$ cat config.mk
export PLATFORM = sky130hd
export DESIGN_NAME = sga_top
export DESIGN_NICKNAME = d
export VERILOG_FILES = /design/src/sga_pkg.sv /design/src/sga_top.sv
export SDC_FILE = /design/constraint.sdc
export NUM_CORES = 1
export LEC_CHECK = 0
export BUFFER_PORTS_ARGS = -buffer_cell sky130_fd_sc_hd__buf_2
export CORE_ASPECT_RATIO = 1.25
export CORE_MARGIN = 10
export CORE_UTILIZATION = 60
export CTS_CLUSTER_DIAMETER = 100
export CTS_CLUSTER_SIZE = 8
export DETAILED_ROUTE_END_ITERATION = 16
export HOLD_SLACK_MARGIN = 0.12
export PLACE_DENSITY_LB_ADDON = 0.1
export SYNTH_ARGS = -nofsm -noshare
export SYNTH_HDL_FRONTEND = slang
export SYNTH_SLANG_ARGS = --single-unit
export TNS_END_PERCENT = 30
$ cat constraint.sdc
create_clock -name CLK -period 4.7 [get_ports CLK]
set_clock_uncertainty 0.2 [all_clocks]
set_input_delay 0.47 -clock CLK [delete_from_list [all_inputs] [get_ports CLK]]
set_output_delay 0.47 -clock CLK [all_outputs]
set_load 0.1 [all_outputs]
$ cat src/sga_pkg.sv
package sga_pkg;
  // ==========================================================================
  // Register indices inside the controller register file.
  localparam logic [4:0] MODE_OFS = 5'h00;
  localparam logic [4:0] VIS_BYTES_OFS = 5'h03;
  localparam logic [4:0] PITCH_LO_OFS = 5'h06;
  localparam logic [4:0] PITCH_HI_OFS = 5'h07;
  localparam logic [4:0] BLK1_LO_OFS = 5'h0B;
  localparam logic [4:0] BLK1_HI_OFS = 5'h0C;
  localparam logic [4:0] BLK2_LO_OFS = 5'h0E;
  localparam logic [4:0] BLK2_HI_OFS = 5'h0F;
  localparam logic [4:0] DIR_OFS = 5'h17;
  localparam logic [4:0] GBASE_LO_OFS = 5'h19;
  localparam logic [4:0] GBASE_HI_OFS = 5'h1A;
  localparam logic [4:0] PIX_SCROLL_OFS = 5'h1B;
  localparam logic [4:0] CURSOR_LO_OFS = 5'h1C;
  localparam logic [4:0] CURSOR_HI_OFS = 5'h1D;
  localparam logic [7:0] REG_RESET = 8'h00;
  // ==========================================================================
  // Field positions.
  localparam int MODE_EXT_CG_BIT = 0;
  localparam int MODE_TALL_BIT = 2;
  localparam int PIX_SCROLL_MSB = 2;
  // ==========================================================================
  // Command codes and their parameter counts.
  localparam logic [7:0] CMD_SYSTEM_SET = 8'h40;
  localparam logic [7:0] CMD_SCROLL = 8'h44;
  localparam logic [7:0] CMD_PIX_SCROLL = 8'h5A;
  localparam logic [7:0] GLYPH_BASE_SET_CMD = 8'h5C;
  localparam logic [7:0] CURSOR_ADDRESS_WRITE_CMD = 8'h46;
  localparam logic [7:0] MEMORY_WRITE_CMD = 8'h42;
  localparam logic [5:0] CURSOR_STEP_DIR_BASE = 6'h13;
  localparam logic [4:0] N_SYSTEM_SET = 5'h08;
  localparam logic [4:0] N_SCROLL = 5'h0A;
  localparam logic [4:0] N_ONE = 5'h01;
  localparam logic [4:0] N_TWO = 5'h02;
  // ==========================================================================
  // Glyph coding.
  localparam logic [3:0] ROW_LAST_SHORT = 4'h7;
  localparam logic [3:0] ROW_LAST_TALL = 4'hF;
  localparam logic [3:0] ROM_ROWS = 4'h7;
  localparam logic [2:0] RAM_RANGE_A = 3'h4;
  localparam logic [2:0] RAM_RANGE_B = 3'h7;
  localparam logic [2:0] CTRL_RANGE = 3'h0;
  localparam logic [7:0] ROM_FIRST_CODE = 8'h20;
  typedef enum logic [1:0] {SGA_RIGHT, SGA_LEFT, SGA_UP, SGA_DOWN} sga_dir_e;
endpackage : sga_pkg

$ cat src/sga_top.sv
// Contract
// (RL1) Block start registers written by host scroll both text and graphics blocks.
// (RL2) Layer window splits into two blocks, each fetching from its own start.
// (RL3) Moving a start address never clears exposed lines; host blanks them.
// (RL4) Host adds or subtracts pitch to a block start to scroll a row.
// (RL5) Page scrolling only when memory holds more than one screen.
// (RL6) Text blocks scroll horizontally by whole characters at any memory size.
// (RL7) Two-way scrolling needs pitch above visible bytes and tall memory.
// (RL8) Three-bit pixel offset shifts text blocks only, in single pixels.
// (RL9) Host keeps pixel offset zero in two and four bits per pixel.
// (RL10) Text scrolls rows vertically; graphics scrolls by pixel lines.
// (RL11) Pixel offset is one value shared by both blocks.
// (RL12) Internal glyph ROM holds 160 fixed five by seven characters.
// (RL13) ROM glyphs mix with up to 64 RAM glyphs on one screen.
// (RL14) ROM glyphs are padded blank to fill cells up to eight by sixteen.
// (RL15) RAM glyphs are eight by eight, or eight by sixteen with tall bit.
// (RL16) With ROM selected, glyph table base may sit anywhere in memory.
// (RL17) Host uses one bit per pixel whenever RAM glyphs are used.
// (RL18) Glyph fetch address is base plus shifted code plus row index.
// (RL19) Short glyphs: code on bits 10..3, row on bits 2..0.
// (RL20) Tall glyphs: code on bits 11..4, row on bits 3..0.
// (RL21) Codes 80h-9Fh and E0h-FFh come from the RAM glyph table.
// (RL22) Glyph load sequence: base, direction right, cursor, memory write bytes.
// (RL23) Every memory access steps the cursor as the direction selects.
// (RL24) Graphics lines start at previous line start plus pitch.
// (RL25) All address sums are 16-bit and wrap modulo 64K.
module sga_top
  import sga_pkg::*;
(
  input wire logic CLK, // System clock, 100 MHz.
  input wire logic SRST, // Synchronous reset, active high.
  input wire logic CMD_WR, // Command byte strobe.
  input wire logic PARAM_WR, // Parameter or data byte strobe.
  input wire logic [7:0] BUS_DATA, // Byte written by the host.
  input wire logic GFX_MODE, // Level: scanned block is graphics.
  input wire logic SCAN_START, // Pulse: start scanning a block.
  input wire logic SCAN_BLOCK, // Block to start: 0 first, 1 second.
  input wire logic SCAN_LINE, // Pulse: advance to next scan line.
  input wire logic CHAR_VALID, // Pulse: character code and row present.
  input wire logic [7:0] CHAR_CODE, // Character code to render.
  input wire logic [3:0] CHAR_ROW, // Row within the glyph.
  output logic [15:0] LINE_ADDR, // Start address of current scan line.
  output logic [2:0] PIXEL_SHIFT, // Pixel offset applied to display.
  output logic [15:0] GLYPH_ADDR, // Glyph fetch address in display memory.
  output logic GLYPH_USE_RAM, // Glyph comes from the RAM table.
  output logic [7:0] ROM_ROW_DATA, // Padded ROM glyph row.
  output logic MEM_WE, // One-cycle display memory write.
  output logic [15:0] MEM_ADDR, // Display memory write address.
  output logic [7:0] MEM_WDATA, // Display memory write data.
  output logic [15:0] CURSOR_ADDR // Current cursor address.
);
  import sga_pkg::*;

  // ==========================================================================
  // Decoding helpers.

  // Glyph fetch address; the 16-bit sum wraps on purpose.
  function automatic logic [15:0] glyph_addr(input logic [15:0] base, input logic [7:0] code,
                                             input logic [3:0] row, input logic tall);
    logic [15:0] shifted;
    logic [15:0] row_ext;
    shifted = tall ? {4'h0, code, 4'h0} : {5'h00, code, 3'h0}; // RL19 RL20
    row_ext = tall ? {12'h000, row} : {13'h0000, row[2:0]}; // RL19 RL20
    glyph_addr = base + shifted + row_ext; // RL18 RL25
  endfunction : glyph_addr

  // Codes in the two RAM ranges, or every code with the external generator.
  function automatic logic use_ram(input logic [7:0] code, input logic ext_cg);
    use_ram = ext_cg || code[7:5] == RAM_RANGE_A || code[7:5] == RAM_RANGE_B; // RL21 RL13
  endfunction : use_ram

  // ==========================================================================
  // Register file and command decode.
  logic [7:0] regs [0:31];
  logic [7:0] cmd_reg;
  logic [4:0] par_base_reg;
  logic [4:0] par_left_reg;
  logic [15:0] pitch;
  logic [15:0] gbase;
  logic [15:0] blk1_start;
  logic [15:0] blk2_start;
  logic tall;
  logic ext_cg;
  logic mem_cmd;
  logic par_hit;

  assign pitch = {regs[PITCH_HI_OFS], regs[PITCH_LO_OFS]};
  assign gbase = {regs[GBASE_HI_OFS], regs[GBASE_LO_OFS]}; // RL16
  assign blk1_start = {regs[BLK1_HI_OFS], regs[BLK1_LO_OFS]}; // RL2
  assign blk2_start = {regs[BLK2_HI_OFS], regs[BLK2_LO_OFS]}; // RL2
  assign tall = regs[MODE_OFS][MODE_TALL_BIT]; // RL15
  assign ext_cg = regs[MODE_OFS][MODE_EXT_CG_BIT];
  assign mem_cmd = cmd_reg == MEMORY_WRITE_CMD;
  assign par_hit = PARAM_WR && !mem_cmd && par_left_reg != 5'h00;

  // Command byte picks the first register and how many parameters follow.
  always_ff @(posedge CLK) begin
    if (SRST) begin
      cmd_reg <= 8'h00;
      par_base_reg <= 5'h00;
      par_left_reg <= 5'h00;
    end else if (CMD_WR) begin
      cmd_reg <= BUS_DATA;
      par_left_reg <= 5'h00;
      case (BUS_DATA)
        CMD_SYSTEM_SET: begin
          par_base_reg <= MODE_OFS;
          par_left_reg <= N_SYSTEM_SET;
        end
        CMD_SCROLL: begin
          par_base_reg <= BLK1_LO_OFS; // RL1
          par_left_reg <= N_SCROLL;
        end
        CMD_PIX_SCROLL: begin
          par_base_reg <= PIX_SCROLL_OFS;
          par_left_reg <= N_ONE;
        end
        GLYPH_BASE_SET_CMD: begin
          par_base_reg <= GBASE_LO_OFS; // RL22
          par_left_reg <= N_TWO;
        end
        CURSOR_ADDRESS_WRITE_CMD: begin
          par_base_reg <= CURSOR_LO_OFS; // RL22
          par_left_reg <= N_TWO;
        end
        default: begin
          par_base_reg <= par_base_reg;
        end
      endcase
    end else if (par_hit) begin
      par_base_reg <= par_base_reg + 5'h01;
      par_left_reg <= par_left_reg - 5'h01;
    end
  end

  // Parameter bytes land in the register file; extra bytes are ignored.
  // The cursor pair also lands here, but CURSOR_ADDR is held in its own flip-flops below.
  always_ff @(posedge CLK) begin
    if (SRST) begin
      for (int i = 0; i < 32; i++) begin
        regs[i] <= REG_RESET;
      end
    end else if (CMD_WR && BUS_DATA[7:2] == CURSOR_STEP_DIR_BASE) begin
      regs[DIR_OFS] <= {6'h00, BUS_DATA[1:0]}; // RL22
    end else if (par_hit) begin
      regs[par_base_reg] <= BUS_DATA; // RL1
    end
  end

  // ==========================================================================
  // Cursor and display memory writes.
  sga_dir_e dir;
  logic [15:0] cursor_step;
  assign dir = sga_dir_e'(regs[DIR_OFS][1:0]);

  always_comb begin
    case (dir)
      SGA_RIGHT: cursor_step = CURSOR_ADDR + 16'h0001; // RL23 RL25
      SGA_LEFT: cursor_step = CURSOR_ADDR - 16'h0001; // RL23 RL25
      SGA_UP: cursor_step = CURSOR_ADDR - pitch; // RL23 RL25
      SGA_DOWN: cursor_step = CURSOR_ADDR + pitch; // RL23 RL25
      default: cursor_step = CURSOR_ADDR;
    endcase
  end

  // Writes happen only on host data bytes; scrolling never blanks memory,
  // which keeps the block free of hidden memory traffic.
  always_ff @(posedge CLK) begin
    if (SRST) begin
      CURSOR_ADDR <= 16'h0000;
      MEM_WE <= 1'b0;
      MEM_ADDR <= 16'h0000;
      MEM_WDATA <= 8'h00;
    end else begin
      MEM_WE <= 1'b0;
      if (PARAM_WR && mem_cmd) begin
        MEM_WE <= 1'b1; // RL3 RL22
        MEM_ADDR <= CURSOR_ADDR;
        MEM_WDATA <= BUS_DATA;
        CURSOR_ADDR <= cursor_step; // RL23
      end else if (par_hit && par_base_reg == CURSOR_LO_OFS) begin
        CURSOR_ADDR <= {CURSOR_ADDR[15:8], BUS_DATA};
      end else if (par_hit && par_base_reg == CURSOR_HI_OFS) begin
        CURSOR_ADDR <= {BUS_DATA, CURSOR_ADDR[7:0]};
      end
    end
  end

  // ==========================================================================
  // Scan line address generation.
  logic [3:0] text_row_reg;
  logic [3:0] row_last;
  assign row_last = tall ? ROW_LAST_TALL : ROW_LAST_SHORT;

  // Text repeats a line start for every glyph row; graphics steps each line.
  always_ff @(posedge CLK) begin
    if (SRST) begin
      LINE_ADDR <= 16'h0000;
      text_row_reg <= 4'h0;
    end else if (SCAN_START) begin
      LINE_ADDR <= SCAN_BLOCK ? blk2_start : blk1_start; // RL2 RL1
      text_row_reg <= 4'h0;
    end else if (SCAN_LINE) begin
      if (GFX_MODE) begin
        LINE_ADDR <= LINE_ADDR + pitch; // RL24 RL10 RL25
        text_row_reg <= 4'h0;
      end else if (text_row_reg == row_last) begin
        LINE_ADDR <= LINE_ADDR + pitch; // RL10 RL25
        text_row_reg <= 4'h0;
      end else begin
        text_row_reg <= text_row_reg + 4'h1;
      end
    end
  end

  // One shared pixel offset for the whole display; graphics ignores it.
  always_ff @(posedge CLK) begin
    if (SRST) begin
      PIXEL_SHIFT <= 3'h0;
    end else begin
      PIXEL_SHIFT <= GFX_MODE ? 3'h0 : regs[PIX_SCROLL_OFS][PIX_SCROLL_MSB:0]; // RL8 RL11 RL6
    end
  end

  // ==========================================================================
  // Glyph generator. The ROM pattern is procedural to save area; codes in the
  // control range and RAM ranges read blank from it.
  function automatic logic [7:0] rom_row(input logic [7:0] code, input logic [3:0] row);
    logic [7:0] idx;
    logic [4:0] pat;
    idx = code - ROM_FIRST_CODE;
    pat = idx[4:0] ^ {row[2:0], row[1:0]} ^ {idx[7:5], 2'b01};
    if (code[7:5] == CTRL_RANGE || use_ram(code, 1'b0) || row >= ROM_ROWS) begin
      rom_row = 8'h00; // RL14
    end else begin
      rom_row = {pat, 3'h0}; // RL12 RL14
    end
  endfunction : rom_row

  always_ff @(posedge CLK) begin
    if (SRST) begin
      GLYPH_ADDR <= 16'h0000;
      GLYPH_USE_RAM <= 1'b0;
      ROM_ROW_DATA <= 8'h00;
    end else if (CHAR_VALID) begin
      GLYPH_ADDR <= glyph_addr(gbase, CHAR_CODE, CHAR_ROW, tall); // RL18
      GLYPH_USE_RAM <= use_ram(CHAR_CODE, ext_cg); // RL21 RL13
      ROM_ROW_DATA <= rom_row(CHAR_CODE, CHAR_ROW); // RL12
    end
  end

  // ==========================================================================
  // Assertions.
  property p_glyph_addr;
    @(posedge CLK) disable iff (SRST)
    CHAR_VALID |=> GLYPH_ADDR == glyph_addr($past(gbase), $past(CHAR_CODE), $past(CHAR_ROW), $past(tall));
  endproperty
  a_glyph_addr: assert property (p_glyph_addr) else $error("glyph address wrong"); // RL18

  property p_short_layout;
    @(posedge CLK) disable iff (SRST)
    CHAR_VALID && !tall |=> GLYPH_ADDR - $past(gbase) == {5'h00, $past(CHAR_CODE), $past(CHAR_ROW[2:0])};
  endproperty
  a_short_layout: assert property (p_short_layout) else $error("short glyph layout wrong"); // RL19

  property p_tall_layout;
    @(posedge CLK) disable iff (SRST)
    CHAR_VALID && tall |=> GLYPH_ADDR - $past(gbase) == {4'h0, $past(CHAR_CODE), $past(CHAR_ROW)};
  endproperty
  a_tall_layout: assert property (p_tall_layout) else $error("tall glyph layout wrong"); // RL20

  property p_ram_codes;
    @(posedge CLK) disable iff (SRST)
    CHAR_VALID && (CHAR_CODE[7:5] == RAM_RANGE_A || CHAR_CODE[7:5] == RAM_RANGE_B) |=> GLYPH_USE_RAM;
  endproperty
  a_ram_codes: assert property (p_ram_codes) else $error("RAM code fetched from ROM"); // RL21

  property p_rom_pad;
    @(posedge CLK) disable iff (SRST)
    CHAR_VALID && CHAR_ROW >= ROM_ROWS |=> ROM_ROW_DATA == 8'h00 && !$changed(ROM_ROW_DATA[2:0]);
  endproperty
  a_rom_pad: assert property (p_rom_pad) else $error("ROM padding not blank"); // RL14

  property p_cursor_right;
    @(posedge CLK) disable iff (SRST)
    PARAM_WR && mem_cmd && dir == SGA_RIGHT |=> MEM_WE && CURSOR_ADDR == MEM_ADDR + 16'h0001;
  endproperty
  a_cursor_right: assert property (p_cursor_right) else $error("cursor did not step right"); // RL23

  property p_no_auto_write;
    @(posedge CLK) disable iff (SRST)
    MEM_WE |-> $past(PARAM_WR) && $past(mem_cmd);
  endproperty
  a_no_auto_write: assert property (p_no_auto_write) else $error("memory written without host data"); // RL3

  property p_gfx_line;
    @(posedge CLK) disable iff (SRST)
    SCAN_LINE && !SCAN_START && GFX_MODE |=> LINE_ADDR == $past(LINE_ADDR) + $past(pitch);
  endproperty
  a_gfx_line: assert property (p_gfx_line) else $error("graphics line not stepped by pitch"); // RL24

  property p_block_start;
    @(posedge CLK) disable iff (SRST)
    SCAN_START ##0 !SCAN_BLOCK |=> LINE_ADDR == $past(blk1_start);
  endproperty
  a_block_start: assert property (p_block_start) else $error("block start not loaded"); // RL2

  property p_pix_gfx;
    @(posedge CLK) disable iff (SRST)
    GFX_MODE |=> PIXEL_SHIFT == 3'h0;
  endproperty
  a_pix_gfx: assert property (p_pix_gfx) else $error("pixel shift applied to graphics"); // RL8

  // A downward step must use the pitch of the write cycle, not a later rewrite.
  property p_cursor_down;
    @(posedge CLK) disable iff (SRST)
    PARAM_WR && mem_cmd && dir == SGA_DOWN |=> MEM_WE && CURSOR_ADDR == MEM_ADDR + $past(pitch);
  endproperty
  a_cursor_down: assert property (p_cursor_down) else $error("cursor did not step down by pitch"); // RL23

  property p_text_hold;
    @(posedge CLK) disable iff (SRST)
    SCAN_LINE && !SCAN_START && !GFX_MODE && text_row_reg != row_last |=> LINE_ADDR == $past(LINE_ADDR);
  endproperty
  a_text_hold: assert property (p_text_hold) else $error("text line start moved inside a glyph row"); // RL10

  property p_blk2_start;
    @(posedge CLK) disable iff (SRST)
    SCAN_START && SCAN_BLOCK |=> LINE_ADDR == $past(blk2_start);
  endproperty
  a_blk2_start: assert property (p_blk2_start) else $error("second block start not loaded"); // RL2

  // Text blocks of either half see the one shared offset field.
  property p_pix_text;
    @(posedge CLK) disable iff (SRST)
    !GFX_MODE |=> PIXEL_SHIFT == $past(regs[PIX_SCROLL_OFS][PIX_SCROLL_MSB:0]);
  endproperty
  a_pix_text: assert property (p_pix_text) else $error("pixel shift differs from offset field"); // RL11

  c_tall_glyph: cover property (@(posedge CLK) disable iff (SRST) CHAR_VALID && tall ##1 GLYPH_USE_RAM);
  c_mem_burst: cover property (@(posedge CLK) disable iff (SRST) MEM_WE ##1 MEM_WE);
  c_text_row_wrap: cover property (@(posedge CLK) disable iff (SRST) SCAN_LINE && !GFX_MODE && text_row_reg == row_last);
  c_dir_down: cover property (@(posedge CLK) disable iff (SRST) PARAM_WR && mem_cmd && dir == SGA_DOWN);
endmodule : sga_top

# Word level (Yosys, flattened, before mapping)
# Memories as Yosys holds them, arrays and structs flattened. A register that Yosys moved wholly into a read port is not among the register bits.
# Index checks and enable logic that the tools add are counted.
[op_classes]
n_addsub = 11
magnitude_cmp = 1
eq_ne = 17
n_mux = 35
bitwise = 3
n_reduce_logical = 27
[op_table]
columns = ["op", "n"]
rows = [
  ["16-bit two-way mux", 8],
  ["16-bit one-hot mux with 4 select lines", 1],
  ["8-bit by 7-bit == test with 1-bit output (second input constant)", 6],
  ["16-bit adder", 2],
  ["5-bit two-way mux", 5],
  ["5-bit one-hot mux with 5 select lines", 1],
  ["8-bit two-way mux", 3],
  ["16-bit by 1-bit adder with 16-bit output (second input constant)", 1],
  ["16-bit by 12-bit adder with 16-bit output", 1],
  ["16-bit by 4-bit adder with 16-bit output", 1],
  ["4-bit two-way mux", 4],
  ["4-bit one-hot mux with 4 select lines", 1],
  ["16-bit by 1-bit subtractor with 16-bit output (second input constant)", 1],
  ["16-bit subtractor", 1],
  ["12-bit two-way mux", 1],
  ["1-bit two-way mux", 11],
  ["5-bit == test (second input constant)", 2],
  ["5-bit bitwise XOR", 2],
  ["2-bit nonzero test", 4],
  ["8-bit OR reduction", 1],
  ["8-bit by 6-bit subtractor with 8-bit output (second input constant)", 1],
  ["3-bit == test (second input constant)", 2],
  ["6-bit by 5-bit == test with 1-bit output (second input constant)", 1],
  ["1-bit logical AND", 6],
  ["other kinds (18)", 27],
]
[word_totals]
regBits = 104
ram_bits = 256
inputBits = 29
output_inout_bits = 85
word_cells = 108
n_memories = 1
[memory_table]
columns = ["name", "depth", "word_bits", "rd", "rd_ports_with_merged_regs", "wr", "line", "rtl"]
rows = [
  ["regs", 32, 8, 11, 1, 32, "sga_top.sv:74", "logic [7:0] regs [0:31];"],
]

# Depth between registers and ports, before layout
# Gate-level depths: netlist of the first run.
[logic_depth]
depth_word = 10
mapped_depth = 16
ltp_nobuf = 16

# Worst setup path before layout of the first run
# No wires, ideal clock.
[synth_timing]
path_type = "register to register"
startpoint = "memory regs[6][5]"
endpoint = "register CURSOR_ADDR[11]"
arrival_time_ns = 2.979
required_ns = 4.386
path_slack_ns = 1.407
path_stages_with_launch = 13
n_path_buf = 0
synth_period_minus_slack_ns = 3.293
path_cell_list = "edfxtp_1 or4_4 or3_1 a21oi_1 nor2_1 a21oi_1 ha_1 a21oi_1 nand2_1 o21ai_1 o21ai_0 and3_1 a2111oi_0"
[synth_lines]
columns = ["element", "line", "rtl"]
rows = [
  ["start, declared", "sga_top.sv:74", ""],
  ["end signal, assigned", "sga_top.sv:180", "CURSOR_ADDR <= cursor_step;"],
  ["end signal, assigned", "sga_top.sv:182", "CURSOR_ADDR <= {CURSOR_ADDR[15:8], BUS_DATA};"],
  ["end signal, assigned", "sga_top.sv:184", "CURSOR_ADDR <= {BUS_DATA, CURSOR_ADDR[7:0]};"],
  ["end, declared", "sga_top.sv:50", "output logic [15:0] CURSOR_ADDR"],
]

==> impl_summary.md, run 1 <==
Global route
Across every metal layer, demand over resource in global routing totals 23.0%. The initial antenna violation count is 0. The number of global-route vias before repair is 8466. The wire length of the first global-routing pass is 42800 um.

After global routing the overflow that remains totals 0. The pin count of the biggest net entering global routing is 73.

Clocking
The later pin in the worst-skew pair is clocked with a latency of 0.43 ns. The count of buffers added by post-CTS timing repair for setup is 0. TritonCTS created 17 clock buffers. Post-CTS repair changed the size of 0 cells. The tree built by TritonCTS fans out to 175 sinks. The count of hold-fix buffers inserted at cts is 0. After clock tree synthesis, the clock-pin slew on the worst setup and hold paths is 0.07 ns. The clock tree from TritonCTS is built.

The clock tree synthesis step divided the H-tree into 4 levels. The library cell used as clock root buffer is sky130_fd_sc_hd__clkbuf_16. The maximum buffer depth of the clock tree is 2.

Run
Max-cap violations in this run came to 0.

Synthesis
The most used flip-flop cell after synthesis is sky130_fd_sc_hd__dfxtp_1. After Yosys synthesis, XOR and XNOR cells account for 3.00% of the synthesized area. A synthesized cell averages 9.13 um^2. The count of cell types in the netlist is 80.

Counting flops with a built-in enable in the synthesized netlist gives 71. The commonest cells after synthesis are sky130_fd_sc_hd__dfxtp_1, sky130_fd_sc_hd__nand2_1, sky130_fd_sc_hd__a21oi_1. Synthesis produced a netlist whose cell count is 1121. The count of synthesis-stage warnings from yosys is 0. The synthesized netlist devotes 17.4% of its cell area to compound gates. The cell taking the most area after synthesis is sky130_fd_sc_hd__edfxtp_1. By area the synthesized netlist is led by sky130_fd_sc_hd__edfxtp_1, sky130_fd_sc_hd__dfxtp_1, sky130_fd_sc_hd__ha_1. The top cell type by area accounts for 20.8% of the synthesized area.

The fraction of the mapped netlist area in simple logic gates is 20.4%. The multiplexer fraction of the synthesized cell area is 5.64%. In this run, synthesis produced a sequential element count of 175.

The mapped cell area is 10200 um^2. Summing the areas of all fa, ha and maj instances in the mapped netlist gives 8.54% of the synthesized area. The largest family of logic cells by synthesized area is simple AND/OR/NAND/NOR gates. For this run, the register share of the synthesized area comes to 41.2%. Counting flops with an async set or reset pin after synthesis yields a share of 0%.

Floorplanning
The floorplan core area is 16800 um^2. The die extent in y is 166 um. The starting density of the core is 61.0%. The standard-cell row count is 53.

In this run the count of I/O pins placed on the die edge is 114. The die area is 22700 um^2. From left edge to right edge, the die measures 137 um.

Worst setup path
The cell that appears most often on the critical path is sky130_fd_sc_hd__a21oi_1. STA classifies the critical path startpoint as a register. Traced cell by cell, the critical path runs through or4_4 > or3_1 > a21oi_1 > nor2_1 > a21oi_1 > ha_1 > a21oi_1 > nand2_1 > o21ai_1 > o21ai_0 > and3_1 > a2111oi_0. The data required time of the worst path is 4.82 ns. For the worst flop-to-flop path, the logic depth is 12. The critical path is of the reg2reg type. On the worst path, the slowest cell contributes a delay of 0.57 ns. The nature of the critical path endpoint is a register.

On the critical path, the stage with the largest delay is an instance of sky130_fd_sc_hd__or4_4. The largest driver fanout on the critical path is 6. Data arrives at the worst endpoint at 3.84 ns.

STA
The number of endpoints with negative hold slack in the final report came to 0. Setup repair after global routing left no endpoint under its margin. The fraction of the cycle the final worst path needs is 79.2%. The worst pin sits at a relative slew slack of 34.9%. The accumulated negative setup slack is 0 ns. Across all setup checks in the final design, the least slack found is 0.980 ns.

The actual transition at the worst max-transition pin is 0.969 ns. Setup violations remaining at the end of the flow were counted as 0. The number of max-slew violations in the final report is 0.

For this run, the top clock speed supported by timing is 0.269 GHz. The smallest clock period supported by the final layout is computed as 3.72 ns.

Layout
The sequential cells in the finished layout cover a total of 4210 um^2. More flip-flops sit in one register than any other, and that register is regs. The register with the most flip-flops in the layout has 71 of them.

In the final layout, the share of cells above drive strength 1 is 14.6%. The number of diodes is 0. After the last flow step, the layout net total stands at 1296.

The layout filler cell count is 1387. The final instance area is 11400 um^2. The area growth from synthesis to layout is 11.7%.

The multi-input gate area in the final layout is 5640 um^2.

Place
Routability-driven placement finished with a final weighted congestion of 0.883. The half-perimeter wire length after detailed placement is 18700 um. The placed instances occupy a cell area of 10900 um^2. Buffers placed on the I/O ports in this run total 110. The worst setup slack before clock tree synthesis is 1.07 ns.

Routing
The post-detailed-route via-to-cell ratio is 5.99. Across all layers, the routed design uses 8581 vias. The number of nets still failing antenna checks after routing is 0. For this run, design rule violations remaining after detail routing come to 0.

In this run, the number of DRC markers left after iteration 0 of detailed routing was 544. The first-pass iteration count of the detailed router is 8. Dividing the detail-routed wire length by the instance count gives 18.2 um. After detailed routing, the total wire length is 26100 um.

Hold path
The hold path depth is 3. The path class of the tightest hold or removal check is in2reg.

Power
The highest ir drop seen on vdd is 0.000271 V. The leakage power total is 4.70 nW. Summing internal, switching and leakage power gives 0.00371 W. In this run the power density over the cells is 325 nW/um^2.

Outcome
The run finished with clean final reports.
==> worst paths after layout <==
check / from / to / slack [ns]
max: regs[6][5] / CURSOR_ADDR[11] / 0.98
min: SCAN_LINE / text_row_reg[0] / 0.19
max reg2reg: regs[6][5] / CURSOR_ADDR[11] / 0.98
min reg2reg: MEM_ADDR[12] / MEM_ADDR[12] / 0.25
==> report_power, final <==
| part | switching (W) | internal (W) |
|---|---|---|
| logic | 0.000508 | 0.000201 |
| clock network | 0.000627 | 0.000686 |
| registers | 0.0000520 | 0.00164 |
| total | 0.00119 | 0.00252 |
==> routing by layer <==
metal / part of all wire [%] / routed length [um] / vias to the layer above / global-route usage (%)
met5: 0 / 0 / - / 0
met3: 6.9 / 1810 / 45 / 5.05
met2: 49 / 12800 / 267 / 37.8
met1: 41 / 10800 / 4038 / 28.5
met4: 2.5 / 656 / 0 / 9.00
li1: - / - / 4231 / -
==> stage by stage <==
step,hold slack [ns],std cells,utilization [%]
6_report,0.191,1432,68.1
5_1_grt,0.212,1432,68.1
4_1_cts,0.180,1432,68.1
3_5_place_dp,0.243,1400,64.9
3_3_place_gp,0.239,1400,64.9
2_1_floorplan,0.220,1123,-
==> cell families after synthesis <==
logic type,count (synthesis)
other,1
muxes,56
DFF,175
adders and majority gates,68
AOI/OAI and AO/OA,277
and+or+nand+nor,410
xor gates and xnor gates,35
buffers and inverters,99
==> placed cells by master, fill, tap and decap left out, types with 13 or more instances in the layout <==
cell	netlist	final
sky130_fd_sc_hd__nor4_1	15	15
sky130_fd_sc_hd__ha_1	65	65
sky130_fd_sc_hd__a211oi_1	24	24
sky130_fd_sc_hd__edfxtp_1	71	71
sky130_fd_sc_hd__and2_1	53	53
sky130_fd_sc_hd__o21ai_1	16	16
sky130_fd_sc_hd__nor3_1	51	50
sky130_fd_sc_hd__xor2_1	14	14
sky130_fd_sc_hd__nor2_1	92	92
sky130_fd_sc_hd__dfxtp_1	104	104
sky130_fd_sc_hd__xnor2_1	21	21
sky130_fd_sc_hd__clkbuf_16	0	17
sky130_fd_sc_hd__buf_2	3	109
sky130_fd_sc_hd__mux2i_1	43	43
sky130_fd_sc_hd__nand2_1	104	104
sky130_fd_sc_hd__nand3_1	13	13
sky130_fd_sc_hd__o21ai_0	42	42
sky130_fd_sc_hd__nor2b_1	13	13
sky130_fd_sc_hd__a21o_1	17	17
sky130_fd_sc_hd__a21oi_1	98	98
sky130_fd_sc_hd__inv_1	37	37
==> worst max-delay path: cells and delay by family, from the launching register on <==
family / cells / cell delay (ns)
AO/OA/AOI/OAI: 6 / 1.32
AND/OR/NAND/NOR: 5 / 1.30
flip-flops: 1 / 0.47
adder cells (fa/ha/maj): 1 / 0.33
==> area by class of cell <==
type	instances	share of cell area [%]
clock buffers	19	3.79
clock inverters	13	0.920
inverters	38	1.25
multi-input cells	849	49.4
flip-flops and latches	175	36.9
well taps	220	2.41
repair buffers	118	5.37
(Power assumes the default switching activity.)
==> run 2, diff against run 1 <==
clock period = 3.8 ns   (was 4.7 ns; I/O delays follow)
==> impl_summary.md, run 2 (synthesized netlist as in run 1, its figures left out) <==
Outcome
Run status: finished, final reports clean (unchanged).

Power
The internal cell power is 0.00327 W (was 0.00252 W). The switching fraction of total power came to 30.4% (was 32.0%). The power spent charging and discharging nets is 0.00143 W (was 0.00119 W). The highest ir drop seen on vdd is 0.000315 V (was 0.000271 V). The leakage power total was 4.78 nW (was 4.70 nW). The ratio of total power to cell area is 406 nW/um^2 (was 325 nW/um^2). The part of the power in combinational logic is 18.9% (was 19.1%).

The power share of the sequential group is 44.3% (was 45.5%). The power share of the clock group came to 36.8% (was 35.4%).

STA
The number of endpoints with negative hold slack in the final report is 0 (unchanged). The actual transition at the worst max-transition pin is 0.879 ns (was 0.969 ns). The minimum period implied by the final worst setup slack was 3.52 ns (was 3.72 ns). The fraction of the cycle the final worst path needs is 92.8% (was 79.2%).

The setup slack after layout is 0.275 ns (was 0.980 ns). The worst slew slack as a fraction of its limit is 41.0% (was 34.9%). The number of max-slew violations in the final report is 0 (unchanged). The timing-limited maximum frequency is 0.284 GHz (was 0.269 GHz). The total of endpoints with negative setup slack in the final report was 0 (unchanged). The accumulated negative setup slack is 0 ns (unchanged). Unrepaired setup endpoints after global routing: no (unchanged).

Global route
The pin count of the biggest net entering global routing is 71 (was 73). The wire length of the first global-routing pass is 42400 um (was 42800 um). The sum of overflow across all layers after global routing is 0 (unchanged). The global-route usage over all layers is 22.9% (was 23.0%).

The initial antenna violation count is 0 (unchanged). The number of global-route vias before repair is 8249 (was 8466).

Routing
The total number of vias is 8582 (was 8581). The post-detailed-route wirelength per cell came to 18.1 um (was 18.2 um). The number of nets still failing antenna checks after routing is 0 (unchanged). The sum of routed wire length over all layers is 26200 um (was 26100 um). The number of design rule violations left after detail routing is 0 (unchanged).

The post-detailed-route via-to-cell ratio is 5.95 (was 5.99). The first-pass iteration count of the detailed router came to 5 (was 8). The count of routing violations after the opening detailed-route iteration is 651 (was 544).

Layout
The register ranked first by flip-flop count was regs (unchanged). The most common cell after layout, fill and taps aside is sky130_fd_sc_hd__buf_2 (unchanged). The number of diodes is 0 (unchanged). The proportion of layout cells with a drive suffix above 1 is 15.4% (was 14.6%).

The flip-flop count of the largest register after layout is 71 (unchanged). The count of nets after finishing was 1307 (was 1296). The synthesis-to-layout area growth is 13.1% (was 11.7%). The final instance area is 11600 um^2 (was 11400 um^2). Highest-count cells in the layout ignoring fill and taps: sky130_fd_sc_hd__buf_2, sky130_fd_sc_hd__dfxtp_1, sky130_fd_sc_hd__nand2_1 (unchanged).

Floorplanning
The die extent in y is 166 um (unchanged). The number of placed I/O pins is 114 (unchanged). The standard-cell row count is 53 (unchanged). The die area is 22700 um^2 (unchanged). The width of the die is 137 um (unchanged).

The starting density of the core came to 61.0% (unchanged). The floorplan core area is 16800 um^2 (unchanged).

Run
The number of max-capacitance violations reported was 0 (unchanged).

Place
The half-perimeter wire length after detailed placement is 18900 um (was 18700 um). The worst setup slack before clock tree synthesis is 0.209 ns (was 1.07 ns). The quantity of I/O buffers inserted on ports was 110 (unchanged). The instance area after placement is 11000 um^2 (was 10900 um^2). The final RePlAce weighted congestion is 0.921 (was 0.883).

Worst setup path
The largest driver fanout on the critical path is 7 (was 6). The nature of the critical path endpoint is a register (unchanged). The data required time of the worst path was 3.91 ns (was 4.82 ns).

The critical path data arrival time came to 3.64 ns (was 3.84 ns). The critical path launch point type is a register (unchanged). The critical path start-end classification is reg2reg (unchanged).

Hold path
The path category of the worst min-delay check is in2reg (unchanged).

Clocking
The library cell used as clock root buffer is sky130_fd_sc_hd__clkbuf_16 (unchanged). The clock-pin slew on the worst setup and hold paths is 0.06 ns (was 0.07 ns). The number of sinks on the clock net is 175 (unchanged). The maximum buffer depth of the clock tree is 2 (unchanged). The count of buffers added by post-CTS timing repair for setup is 0 (unchanged).

The insertion delay to the later sink of the worst-skew pair was 0.42 ns (was 0.43 ns). The H-tree depth is 4 (unchanged). The clock tree from TritonCTS is built (unchanged). The TritonCTS buffer count is 17 (unchanged).
## run 2: changes by cell type in the layout (fill, tap and decap cells not counted), moves of 2 or more
cell | previous run | this run
sky130_fd_sc_hd__clkbuf_1 | 2 | 4
sky130_fd_sc_hd__clkinvlp_4 | 4 | 1
sky130_fd_sc_hd__inv_8 | 3 | 0
sky130_fd_sc_hd__clkbuf_8 | 0 | 2
sky130_fd_sc_hd__buf_4 | 9 | 19
sky130_fd_sc_hd__clkbuf_16 | 17 | 20
## run 2: per-stage QoR
stage	total power (W)	hold WS (ns)	instances	utilization, %
floorplan	0.00281	0.220	1123	-
global placement	0.00299	0.231	1410	65.3
detailed placement	0.00301	0.236	1410	65.3
CTS	0.00471	0.139	1443	68.9
global route	0.00488	0.152	1443	68.9
finish	0.00470	0.143	1443	68.9
## run 2: what timing repair did
| action | CTS | global route |
|---|---|---|
| gates resized for setup | 0 | 3 |
| endpoints found under the setup margin | 0 | 2 |
| endpoints found under the hold margin | 1 | 0 |
| hold buffers | 1 | 0 |
## run 2: path summary, 6_finish.rpt
path / from / end / slack [ns] / depth (start not counted)
setup / recovery: regs[6][4] / CURSOR_ADDR[11] / 0.28 / 12
hold / removal: BUS_DATA[0] / MEM_WDATA[0] / 0.14 / 3
setup reg to reg: regs[6][4] / CURSOR_ADDR[11] / 0.28 / 12
hold reg to reg: regs[27][2] / PIXEL_SHIFT[2] / 0.25 / 1
## run 2: final cells by class
class                   count  area, um^2
repair buffers            129         698
multi-input cells         849        5650
well taps                 220         275
fillers                  1376        5210
inverters                  38         143
clock inverters             6        43.8
flip-flops and latches    175        4210
clock buffers              26         543
## run 2: per-layer routing
metal / up-vias / global-route usage [%] / routed length [um]
met3: 39 / 4.42 / 1350
li1: 4224 / - / -
met1: 4103 / 28.4 / 11000
met4: 0 / 6.61 / 479
met2: 216 / 39.2 / 13300
met5: - / 0 / 0
## run 2: power by group through the flow
stage	sequential [W]	clock, W	combinational, W
after floorplan	0.00235	0	0.000463
after global placement	0.00212	0	0.000869
after detailed placement	0.00212	0	0.000882
after CTS	0.00208	0.00174	0.000887
after global routing	0.00209	0.00183	0.000960
final	0.00208	0.00173	0.000888
## run 2: worst max-delay path, stage by stage (launching register included)
cell and delay (ns):
sky130_fd_sc_hd__edfxtp_1 0.48, sky130_fd_sc_hd__or4_4 0.55, sky130_fd_sc_hd__or3_1 0.36, sky130_fd_sc_hd__a21oi_1 0.16, sky130_fd_sc_hd__nor2_1 0.05, sky130_fd_sc_hd__a21oi_1 0.13, sky130_fd_sc_hd__ha_1 0.32, sky130_fd_sc_hd__a21oi_2 0.16
sky130_fd_sc_hd__nand2_1 0.11, sky130_fd_sc_hd__o21ai_2 0.21, sky130_fd_sc_hd__o21ai_1 0.15, sky130_fd_sc_hd__and3_1 0.22, sky130_fd_sc_hd__a2111oi_0 0.34
